`src/shared/rtc_defs.vh`:
```
// register indices, field positions, reset values and timing constants of the clock/calendar
`ifndef RTC_DEFS_VH
`define RTC_DEFS_VH

`define RTC_IDX_SEC       6'h00
`define RTC_IDX_MIN       6'h01
`define RTC_IDX_HOUR      6'h02
`define RTC_IDX_DOW       6'h03
`define RTC_IDX_DATE      6'h04
`define RTC_IDX_MONTH     6'h05
`define RTC_IDX_YEAR      6'h06
`define RTC_IDX_CTRL      6'h07
`define RTC_IDX_RAM_FIRST 6'h08
`define RTC_RAM_DEPTH     56
`define RTC_IDX_BITS      6

`define RTC_SEC_OSC_STOP  7
`define RTC_HOUR_12H      6
`define RTC_HOUR_PM       5
`define RTC_CTRL_LEVEL    7
`define RTC_CTRL_SQ_EN    4
`define RTC_CTRL_RS_HI    1
`define RTC_CTRL_RS_LO    0
`define RTC_CTRL_MASK     8'h93

`define RTC_RST_SEC       8'h00
`define RTC_RST_MIN       8'h00
`define RTC_RST_HOUR      8'h00
`define RTC_RST_DOW       8'h01
`define RTC_RST_DATE      8'h01
`define RTC_RST_MONTH     8'h01
`define RTC_RST_YEAR      8'h00
`define RTC_RST_CTRL      8'h03
`define RTC_RST_RAM       8'h00

`define RTC_RS_1HZ        2'b00
`define RTC_RS_4K         2'b01
`define RTC_RS_8K         2'b10
`define RTC_RS_32K        2'b11

// crystal edges per second: 32768 = 2**15
`define RTC_DIV_BITS      15

`define AXI_RESP_OKAY     2'b00
`define AXI_RESP_SLVERR   2'b10

`endif

```
`src/hw/rtc_calendar.v`:
```
// bcd clock/calendar with square-wave output and backed storage, axi4-lite slave
//
// How it works
// - seconds to year counters kept in bcd
// - date wraps per month length, february leap
// - hours count 24-hour or 12-hour with am/pm
// - year multiple of four is leap year
// - square wave gated by enable, four rates
// - fifty-six bytes of host storage
// - on battery, counters keep running, writes refused
// - oscillator stop bit halts the oscillator
// - time 00-06, control 07, storage 08-3f
// - six index bits from address bits 7:2, each access carries its own address
// - rate code 00..11 maps 1 hz..32.768 khz
// - disabled square wave drives level bit
//
// Decided for this implementation: the register addresses and the AXI4-Lite register port.
`timescale 1ns/1ns
`default_nettype none
`include "rtc_defs.vh"
module rtc_calendar #(
	parameter DIV_BITS = `RTC_DIV_BITS
) (
	input  wire        aclk,
	input  wire        aresetn,
	input  wire [7:0]  s_axi_awaddr,
	input  wire        s_axi_awvalid,
	output wire        s_axi_awready,
	input  wire [31:0] s_axi_wdata,
	input  wire [3:0]  s_axi_wstrb,
	input  wire        s_axi_wvalid,
	output wire        s_axi_wready,
	output reg  [1:0]  s_axi_bresp,
	output reg         s_axi_bvalid,
	input  wire        s_axi_bready,
	input  wire [7:0]  s_axi_araddr,
	input  wire        s_axi_arvalid,
	output wire        s_axi_arready,
	output reg  [31:0] s_axi_rdata,
	output reg  [1:0]  s_axi_rresp,
	output reg         s_axi_rvalid,
	input  wire        s_axi_rready,
	input  wire        crystal_in,
	input  wire        main_power_good,
	output reg         square_wave_out_pin,
	output reg         on_battery
);
	reg  [7:0]          sec_reg, min_reg, hour_reg, dow_reg, date_reg, month_reg, year_reg;
	reg  [7:0]          ctrl_reg;
	reg  [7:0]          ram_reg [0:`RTC_RAM_DEPTH-1];
	reg                 xtal_s1, xtal_s2, xtal_s3;
	reg                 pwr_s1, pwr_s2;
	reg  [DIV_BITS-1:0] pre_reg;
	reg                 tick_pending_reg;
	reg  [5:0]          aw_idx_reg;
	reg                 aw_held_reg;
	reg  [7:0]          w_data_reg;
	reg                 w_held_reg;
	reg                 w_lane_reg;
	reg  [7:0]          rd_byte;
	reg  [7:0]          date_max;
	reg  [7:0]          hour_next;
	reg                 hour_wrap;
	reg                 leap;
	reg                 sq_wave;
	integer             i;

	wire       oscillator_stop_bit    = sec_reg[`RTC_SEC_OSC_STOP];
	wire       square_wave_enable_bit = ctrl_reg[`RTC_CTRL_SQ_EN];
	wire       rate_select_hi         = ctrl_reg[`RTC_CTRL_RS_HI];
	wire       rate_select_lo         = ctrl_reg[`RTC_CTRL_RS_LO];
	wire       xtal_rise              = xtal_s2 & ~xtal_s3;
	wire       pre_full               = &pre_reg;
	wire       tick                   = xtal_rise & ~oscillator_stop_bit & pre_full;
	wire       do_write               = aw_held_reg & w_held_reg & ~s_axi_bvalid;
	wire       write_ok               = do_write & ~on_battery & w_lane_reg;
	wire       advance                = tick_pending_reg & ~do_write;
	wire [5:0] ar_idx                 = s_axi_araddr[7:2];
	wire [5:0] ram_rd_idx             = ar_idx - `RTC_IDX_RAM_FIRST;
	wire [5:0] ram_wr_idx             = aw_idx_reg - `RTC_IDX_RAM_FIRST;

	wire [7:0] sec_next, min_next, date_next, month_next, year_next, dow_next;
	wire       sec_wrap, min_wrap, date_wrap, month_wrap;

	assign s_axi_awready = ~aw_held_reg & ~s_axi_bvalid;
	assign s_axi_wready  = ~w_held_reg & ~s_axi_bvalid;
	assign s_axi_arready = ~s_axi_rvalid;

	bcd_step u_sec (.value({1'b0, sec_reg[6:0]}), .max_value(8'h59), .min_value(8'h00),
		.next_value(sec_next), .wrap(sec_wrap));
	bcd_step u_min (.value(min_reg), .max_value(8'h59), .min_value(8'h00),
		.next_value(min_next), .wrap(min_wrap));
	bcd_step u_date (.value(date_reg), .max_value(date_max), .min_value(8'h01),
		.next_value(date_next), .wrap(date_wrap));
	bcd_step u_month (.value(month_reg), .max_value(8'h12), .min_value(8'h01),
		.next_value(month_next), .wrap(month_wrap));
	bcd_step u_year (.value(year_reg), .max_value(8'h99), .min_value(8'h00),
		.next_value(year_next), .wrap());
	bcd_step u_dow (.value(dow_reg), .max_value(8'h07), .min_value(8'h01),
		.next_value(dow_next), .wrap());

	// no century exception: 00 counts as leap
	always @* begin
		leap = year_reg[4] ? (year_reg[3:0] == 4'h2 || year_reg[3:0] == 4'h6) :
			(year_reg[3:0] == 4'h0 || year_reg[3:0] == 4'h4 || year_reg[3:0] == 4'h8);
		case (month_reg)
			8'h02: date_max = leap ? 8'h29 : 8'h28;
			8'h04, 8'h06, 8'h09, 8'h11: date_max = 8'h30;
			default: date_max = 8'h31;
		endcase
	end

	always @* begin
		hour_next = hour_reg;
		hour_wrap = 1'b0;
		if (hour_reg[`RTC_HOUR_12H]) begin
			if (hour_reg[4:0] == 5'h12) begin
				hour_next[4:0] = 5'h01;
			end else if (hour_reg[4:0] == 5'h11) begin
				hour_next[4:0] = 5'h12;
				hour_next[`RTC_HOUR_PM] = ~hour_reg[`RTC_HOUR_PM];
				hour_wrap = hour_reg[`RTC_HOUR_PM];
			end else if (hour_reg[3:0] == 4'h9) begin
				hour_next[4:0] = 5'h10;
			end else begin
				hour_next[3:0] = hour_reg[3:0] + 4'h1;
			end
		end else begin
			if (hour_reg[5:0] == 6'h23) begin
				hour_next[5:0] = 6'h00;
				hour_wrap = 1'b1;
			end else if (hour_reg[3:0] == 4'h9) begin
				hour_next[5:0] = {hour_reg[5:4] + 2'h1, 4'h0};
			end else begin
				hour_next[3:0] = hour_reg[3:0] + 4'h1;
			end
		end
	end

	always @* begin
		case ({rate_select_hi, rate_select_lo})
			`RTC_RS_1HZ: sq_wave = pre_reg[DIV_BITS-1];
			`RTC_RS_4K:  sq_wave = pre_reg[2];
			`RTC_RS_8K:  sq_wave = pre_reg[1];
			default:     sq_wave = xtal_s2;
		endcase
	end

	// crystal and power pins cross into aclk through two flops
	always @(posedge aclk) begin
		if (!aresetn) begin
			xtal_s1 <= 1'b0;
			xtal_s2 <= 1'b0;
			xtal_s3 <= 1'b0;
			pwr_s1  <= 1'b0;
			pwr_s2  <= 1'b0;
		end else begin
			xtal_s1 <= crystal_in;
			xtal_s2 <= xtal_s1;
			xtal_s3 <= xtal_s2;
			pwr_s1  <= main_power_good;
			pwr_s2  <= pwr_s1;
		end
	end

	// prescaler, tick request, battery flag, square wave; a tick clashing with a host write waits a cycle
	always @(posedge aclk) begin
		if (!aresetn) begin
			pre_reg             <= {DIV_BITS{1'b0}};
			tick_pending_reg    <= 1'b0;
			on_battery          <= 1'b0;
			square_wave_out_pin <= 1'b0;
		end else begin
			on_battery <= ~pwr_s2;
			if (xtal_rise && !oscillator_stop_bit) begin
				pre_reg <= pre_reg + 1'b1;
			end
			if (tick) begin
				tick_pending_reg <= 1'b1;
			end else if (advance) begin
				tick_pending_reg <= 1'b0;
			end
			square_wave_out_pin <= square_wave_enable_bit ?
				(sq_wave & ~oscillator_stop_bit) : ctrl_reg[`RTC_CTRL_LEVEL];
		end
	end

	// time, control and storage registers
	always @(posedge aclk) begin
		if (!aresetn) begin
			sec_reg   <= `RTC_RST_SEC;
			min_reg   <= `RTC_RST_MIN;
			hour_reg  <= `RTC_RST_HOUR;
			dow_reg   <= `RTC_RST_DOW;
			date_reg  <= `RTC_RST_DATE;
			month_reg <= `RTC_RST_MONTH;
			year_reg  <= `RTC_RST_YEAR;
			ctrl_reg  <= `RTC_RST_CTRL;
			for (i = 0; i < `RTC_RAM_DEPTH; i = i + 1) begin
				ram_reg[i] <= `RTC_RST_RAM;
			end
		end else if (write_ok) begin
			case (aw_idx_reg)
				`RTC_IDX_SEC:   sec_reg   <= w_data_reg;
				`RTC_IDX_MIN:   min_reg   <= {1'b0, w_data_reg[6:0]};
				`RTC_IDX_HOUR:  hour_reg  <= {1'b0, w_data_reg[6:0]};
				`RTC_IDX_DOW:   dow_reg   <= {5'h00, w_data_reg[2:0]};
				`RTC_IDX_DATE:  date_reg  <= {2'h0, w_data_reg[5:0]};
				`RTC_IDX_MONTH: month_reg <= {3'h0, w_data_reg[4:0]};
				`RTC_IDX_YEAR:  year_reg  <= w_data_reg;
				`RTC_IDX_CTRL:  ctrl_reg  <= w_data_reg & `RTC_CTRL_MASK;
				default:        ram_reg[ram_wr_idx] <= w_data_reg;
			endcase
		end else if (advance) begin
			sec_reg[6:0] <= sec_next[6:0];
			if (sec_wrap) begin
				min_reg <= min_next;
				if (min_wrap) begin
					hour_reg <= hour_next;
					if (hour_wrap) begin
						date_reg <= date_next;
						dow_reg  <= dow_next;
						if (date_wrap) begin
							month_reg <= month_next;
							if (month_wrap) begin
								year_reg <= year_next;
							end
						end
					end
				end
			end
		end
	end

	always @* begin
		case (ar_idx)
			`RTC_IDX_SEC:   rd_byte = sec_reg;
			`RTC_IDX_MIN:   rd_byte = min_reg;
			`RTC_IDX_HOUR:  rd_byte = hour_reg;
			`RTC_IDX_DOW:   rd_byte = dow_reg;
			`RTC_IDX_DATE:  rd_byte = date_reg;
			`RTC_IDX_MONTH: rd_byte = month_reg;
			`RTC_IDX_YEAR:  rd_byte = year_reg;
			`RTC_IDX_CTRL:  rd_byte = ctrl_reg;
			default:        rd_byte = ram_reg[ram_rd_idx];
		endcase
	end

	// axi4-lite: address and data taken in either order, one response after both
	always @(posedge aclk) begin
		if (!aresetn) begin
			aw_idx_reg   <= 6'h00;
			aw_held_reg  <= 1'b0;
			w_data_reg   <= 8'h00;
			w_held_reg   <= 1'b0;
			w_lane_reg   <= 1'b0;
			s_axi_bvalid <= 1'b0;
			s_axi_bresp  <= `AXI_RESP_OKAY;
			s_axi_rvalid <= 1'b0;
			s_axi_rresp  <= `AXI_RESP_OKAY;
			s_axi_rdata  <= 32'h00000000;
		end else begin
			if (s_axi_awvalid && s_axi_awready) begin
				aw_idx_reg  <= s_axi_awaddr[7:2];
				aw_held_reg <= 1'b1;
			end
			if (s_axi_wvalid && s_axi_wready) begin
				w_data_reg <= s_axi_wdata[7:0];
				w_lane_reg <= s_axi_wstrb[0];
				w_held_reg <= 1'b1;
			end
			if (do_write) begin
				aw_held_reg  <= 1'b0;
				w_held_reg   <= 1'b0;
				s_axi_bvalid <= 1'b1;
				s_axi_bresp  <= on_battery ? `AXI_RESP_SLVERR : `AXI_RESP_OKAY;
			end else if (s_axi_bready) begin
				s_axi_bvalid <= 1'b0;
			end
			if (s_axi_arvalid && s_axi_arready) begin
				s_axi_rvalid <= 1'b1;
				s_axi_rresp  <= `AXI_RESP_OKAY;
				s_axi_rdata  <= {24'h000000, rd_byte};
			end else if (s_axi_rready) begin
				s_axi_rvalid <= 1'b0;
			end
		end
	end
endmodule // rtc_calendar
`default_nettype wire

```
`src/hw/bcd_step.v`:
```
// one bcd counter field: next value and wrap flag
`timescale 1ns/1ns
`default_nettype none
module bcd_step (
	input  wire [7:0] value,
	input  wire [7:0] max_value,
	input  wire [7:0] min_value,
	output reg  [7:0] next_value,
	output reg        wrap
);
	always @* begin
		wrap = (value == max_value);
		if (wrap) begin
			next_value = min_value;
		end else if (value[3:0] == 4'h9) begin
			next_value = {value[7:4] + 4'h1, 4'h0};
		end else begin
			next_value = {value[7:4], value[3:0] + 4'h1};
		end
	end
endmodule // bcd_step
`default_nettype wire

```
`config.mk`:
```
export PLATFORM = sky130hd
export DESIGN_NAME = rtc_calendar
export DESIGN_NICKNAME = d
export VERILOG_FILES = /design/src/hw/rtc_calendar.v /design/src/hw/bcd_step.v
export VERILOG_INCLUDE_DIRS = /design/src /design/src/shared
export SDC_FILE = /design/constraint.sdc
export NUM_CORES = 1
export LEC_CHECK = 0
export CELL_PAD_IN_SITES_DETAIL_PLACEMENT = 0
export CELL_PAD_IN_SITES_GLOBAL_PLACEMENT = 2
export CORE_ASPECT_RATIO = 1.4
export CORE_MARGIN = 5
export CORE_UTILIZATION = 45
export CTS_CLUSTER_SIZE = 25
export DETAILED_ROUTE_END_ITERATION = 12
export DONT_BUFFER_PORTS = 1
export GPL_TIMING_DRIVEN = 0
export MAX_ROUTING_LAYER = met4
export PLACE_DENSITY = 0.85
export SLEW_MARGIN = 40
export SYNTH_ARGS = -nofsm -noshare
export SYNTH_HDL_FRONTEND = slang
export SYNTH_SLANG_ARGS = --single-unit
```
`constraint.sdc`:
```
create_clock -name aclk -period 3.15 [get_ports aclk]
set_input_delay 0.1575 -clock aclk [delete_from_list [all_inputs] [get_ports aclk]]
set_output_delay 0.1575 -clock aclk [all_outputs]
set_load 0.01 [all_outputs]
```
==> results by group <==
Outcome
  – Outcome: finished clean

Power
  – Switching power: 4.57 mW
  – Leakage power figure: 12.1 nW
  – Flop pwr share: 0.504
  – Logic gate share of total power: 0.088
  – Power density of the placed cells: 541 mW/mm2
  – Internal power component: about 14 mW
  – Peak supply drop: approximately 0.00056 V
  – Switch share: 0.248
  – Clock Power Share: 0.409

Global route
  – Initial antenna violation count: 2
  – Pin count of the biggest net entering global routing: 16
  – Overall routing resource usage: 0.302
  – First-pass GRT wire length: 148000 um
  – Via count of the first global-routing pass: 20600
  – Overflow left after global routing: 0

Synthesis
  – Synthesized area divided by synthesized cell count: 12.9 um2
  – Number of enable flip-flop cells after synthesis: 512
  – Sequential element share of the synthesized area: 0.592
  – Register bit total from synthesis: 622
  – Most instantiated flip-flop cell in the synthesis netlist: sky130_fd_sc_hd__edfxtp_1
  – Cell count after synthesis: approximately 2300
  – Asr flop ratio synth: 0
  – Post-Syn Area: 0.0297 mm2
  – Count of cell types in the netlist: slightly above 80
  – Warnings, synthesis: 0

Clock network
  – Maximum clock insertion buffer count: 3
  – Root Driver: sky130_fd_sc_hd__clkbuf_16
  – Number of buffers added by the clock tree synthesis step: 60
  – Number of sinks driven by the clock tree: 622
  – Count of H-tree levels built during CTS: 2
  – TritonCTS clock tree: done
  – Clock slew at reported path FFs: approximately 0.07 ns
  – Clk_lat worst skew: 0.66 ns

Routing
  – Drt total wl: 105000 um
  – Total number of vias: 20500
  – Drt initial violations: roughly 2100
  – Initial DRT Pass Iterations: 6
  – DRC violation count after routing: 0
  – Wire per inst: 31.6 um
  – Per-cell via count in the routed design: 6.16
  – Post-route ant nets: 0

Worst setup path
  – Type of destination of the critical path: flop
  – Maximum fanout along the worst path: 10
  – Critical path launch point type: flop
  – Critical path arrival: 3.41 ns
  – Required time reported for the critical path endpoint: 3.46 ns
  – Crit Path Class: flop to flop

Layout
  – Finished Layout Cells: 3325
  – Layout Area Growth over Synthesis: 14.6%
  – Share of final-layout standard cells stronger than drive strength 1: 0.178
  – Number of nets at the end of the flow: 2509
  – Number of flip-flops under the largest register name: 512
  – Count of filler cells inserted in the layout: 5596

Floorplanning
  – Starting density of the core: 0.454
  – Area of the die: 0.0713 mm2
  – Die Height: 314 um
  – Io pins: 104
  – Area inside the core boundary: 0.0654 mm2
  – Die X: 227 um
  – Cell Rows: 111

Timing
  – Count of final max-slew check failures: 0
  – Tightest Pin Transition: 0.961 ns
  – Highest clock rate: 322 MHz
  – Hold Fails Final Rpt: 0
  – Slew Limit Headroom: 0.359
  – Final worst-path cycle share: 0.986
  – Number of setup violations in the final report: 0
  – Crit path time final: 3.11 ns
  – Worst setup skew after layout: between 0.02 and 0.025 ns
  – RSZ-0062 raised after global routing: false
  – Setup WS post-layout: 0.0440 ns

Min path
  – Hold Crit Class: primary input to flop

Placement
  – RePlAce Congestion: 0.995
  – Hpwl dp: about 75000 um
  – Worst slack, placed: -0.964 ns
  – Total instance count after detailed placement: 3175
  – Number of buffers inserted by port buffering: 0

Job
  – Reported max-cap violation count: 0
[cell usage after synthesis, drive strengths merged, types with 6 or more instances]
library cell / n / area (um2)
clkbuf: 109 / 409
nor3b: 6 / 56.3
mux2i: 60 / 601
and3: 15 / 95.1
nor2: 159 / 597
a22oi: 18 / 135
nand2: 110 / 415
xnor2: 6 / 52.6
ha: 21 / 263
or3: 10 / 67.6
buf: 76 / 482
nor2b: 18 / 113
edfxtp: 512 / 15400
a22o: 6 / 52.6
a21oi: 70 / 350
a221oi: 8 / 70.1
nand3b: 7 / 65.1
o21ai: 127 / 636
nand2b: 14 / 87.6
a211oi: 9 / 67.6
xor2: 13 / 114
o31ai: 12 / 90.1
nand3: 38 / 190
a21o: 7 / 52.6
and2: 460 / 2880
nand4: 7 / 43.8
dfxtp: 110 / 2200
o211ai: 23 / 173
a31oi: 20 / 140
inv: 27 / 101
nor3: 16 / 80.1
mux2: 7 / 78.8
mux4: 131 / 2950
[critical path, stage by stage (launching register included)]
cell                       delay (ns)
sky130_fd_sc_hd__dfxtp_1         0.37
sky130_fd_sc_hd__nand3b_4        0.30
sky130_fd_sc_hd__or3b_4          0.53
sky130_fd_sc_hd__nor4_4          0.27
sky130_fd_sc_hd__buf_4           0.19
sky130_fd_sc_hd__nand2_2         0.22
sky130_fd_sc_hd__clkbuf_4        0.43
sky130_fd_sc_hd__o21ai_4         0.41
[layout make-up]
type / instances / area [um2] / area share
diodes: 4 / 10.0 / 0.000294
plain buffers: 185 / 973 / 0.0286
multi-input cells: 1492 / 11900 / 0.351
repair buffers: 38 / 398 / 0.0117
inverters: 28 / 105 / 0.00309
flip-flops and latches: 622 / 17600 / 0.516
clock inverters: 39 / 437 / 0.0128
well taps: 847 / 1060 / 0.0311
clock buffers: 70 / 1540 / 0.0452
[kinds of logic (layout without fill, tap and decap cells)]
| family | after synthesis | after routing | share of synthesized area |
|---|---|---|---|
| other | 1 | 31 | 0.000126 |
| DFF | 622 | 622 | 0.592 |
| xor gates and xnor gates | 19 | 19 | 0.00560 |
| AOI/OAI and AO/OA | 344 | 344 | 0.0727 |
| adders and majority gates | 21 | 21 | 0.00884 |
| muxes | 198 | 198 | 0.122 |
| and+or+nand+nor | 883 | 883 | 0.165 |
| buffers and inverters | 213 | 360 | 0.0335 |
[stage by stage]
| step | power, mW | util | setup TNS (ns) | cell area (um2) | hold slack [ns] |
|---|---|---|---|---|---|
| 2_1_floorplan | 10.2 | - | 0 | 29800 | 0.258 |
| 3_3_place_gp | 10.9 | 0.472 | -672.69 | 30900 | 0.261 |
| 3_5_place_dp | 10.9 | 0.474 | -400.51 | 31000 | 0.267 |
| 4_1_cts | 18.4 | 0.520 | 0 | 34000 | 0.0724 |
| 5_1_grt | 18.8 | 0.520 | 0 | 34000 | 0.145 |
| 6_report | 18.4 | 0.521 | 0 | 34100 | 0.0961 |
[power by group through the flow]
| stage | logic [mW] | clock network, mW | registers [mW] |
|---|---|---|---|
| after floorplan | 0.860 | 0 | 9.36 |
| after CTS | 1.58 | 7.55 | 9.27 |
| after global placement | 1.43 | 0 | 9.44 |
| after detailed placement | 1.47 | 0 | 9.45 |
| after global routing | 1.67 | 7.87 | 9.29 |
| final | 1.61 | 7.52 | 9.27 |
[worst paths after layout]
kind | startpoint | end | slack (ns) | cells past startpoint
worst max-delay path | s_axi_bvalid | ram_reg[24][7] | 0.04 | 7
worst min-delay path | s_axi_araddr[7] | s_axi_rdata[6] | 0.1 | 4
worst max register to register | s_axi_bvalid | ram_reg[24][7] | 0.04 | 7
worst min register to register | pwr_s1 | pwr_s2 | 0.44 | 1
[repair_timing]
item	4_1_cts	5_1_grt
setup endpoints to repair	821	51
setup buffers	5	0
hold buffers	32	0
pin swaps	3	0
hold endpoints to repair	28	0
gates resized for setup	128	12
[placed cells by master, fill, tap and decap left out, types with 8 or more instances in the layout]
master	n
sky130_fd_sc_hd__o31ai_1	12
sky130_fd_sc_hd__clkbuf_16	60
sky130_fd_sc_hd__nand2_1	103
sky130_fd_sc_hd__buf_2	27
sky130_fd_sc_hd__nand3_1	36
sky130_fd_sc_hd__conb_1	27
sky130_fd_sc_hd__o21ai_4	51
sky130_fd_sc_hd__bufinv_16	9
sky130_fd_sc_hd__buf_4	42
sky130_fd_sc_hd__and3_1	14
sky130_fd_sc_hd__nor2_2	18
sky130_fd_sc_hd__nor2b_1	18
sky130_fd_sc_hd__edfxtp_1	512
sky130_fd_sc_hd__buf_1	9
sky130_fd_sc_hd__ha_1	21
sky130_fd_sc_hd__nor3_1	16
sky130_fd_sc_hd__o211ai_1	23
sky130_fd_sc_hd__dfxtp_1	107
sky130_fd_sc_hd__nand2b_1	14
sky130_fd_sc_hd__mux4_2	130
sky130_fd_sc_hd__xor2_1	13
sky130_fd_sc_hd__o21ai_0	71
sky130_fd_sc_hd__a211oi_1	9
sky130_fd_sc_hd__or3_1	9
sky130_fd_sc_hd__a31oi_1	19
sky130_fd_sc_hd__inv_1	26
sky130_fd_sc_hd__a22oi_1	18
sky130_fd_sc_hd__clkinv_2	8
sky130_fd_sc_hd__a21oi_1	70
sky130_fd_sc_hd__dlygate4sd3_1	32
sky130_fd_sc_hd__and2_1	460
sky130_fd_sc_hd__nor2_1	136
sky130_fd_sc_hd__clkbuf_1	83
sky130_fd_sc_hd__mux2i_1	60
sky130_fd_sc_hd__clkinv_1	13
sky130_fd_sc_hd__clkbuf_2	27
sky130_fd_sc_hd__a221oi_1	8
[routing by layer]
metal	global-route usage	routed length, um
met4	0.205	9470
met1	0.331	35800
met5	-	0
met2	0.492	51800
met3	0.0621	8200
Power figures use the tool's default switching activity.
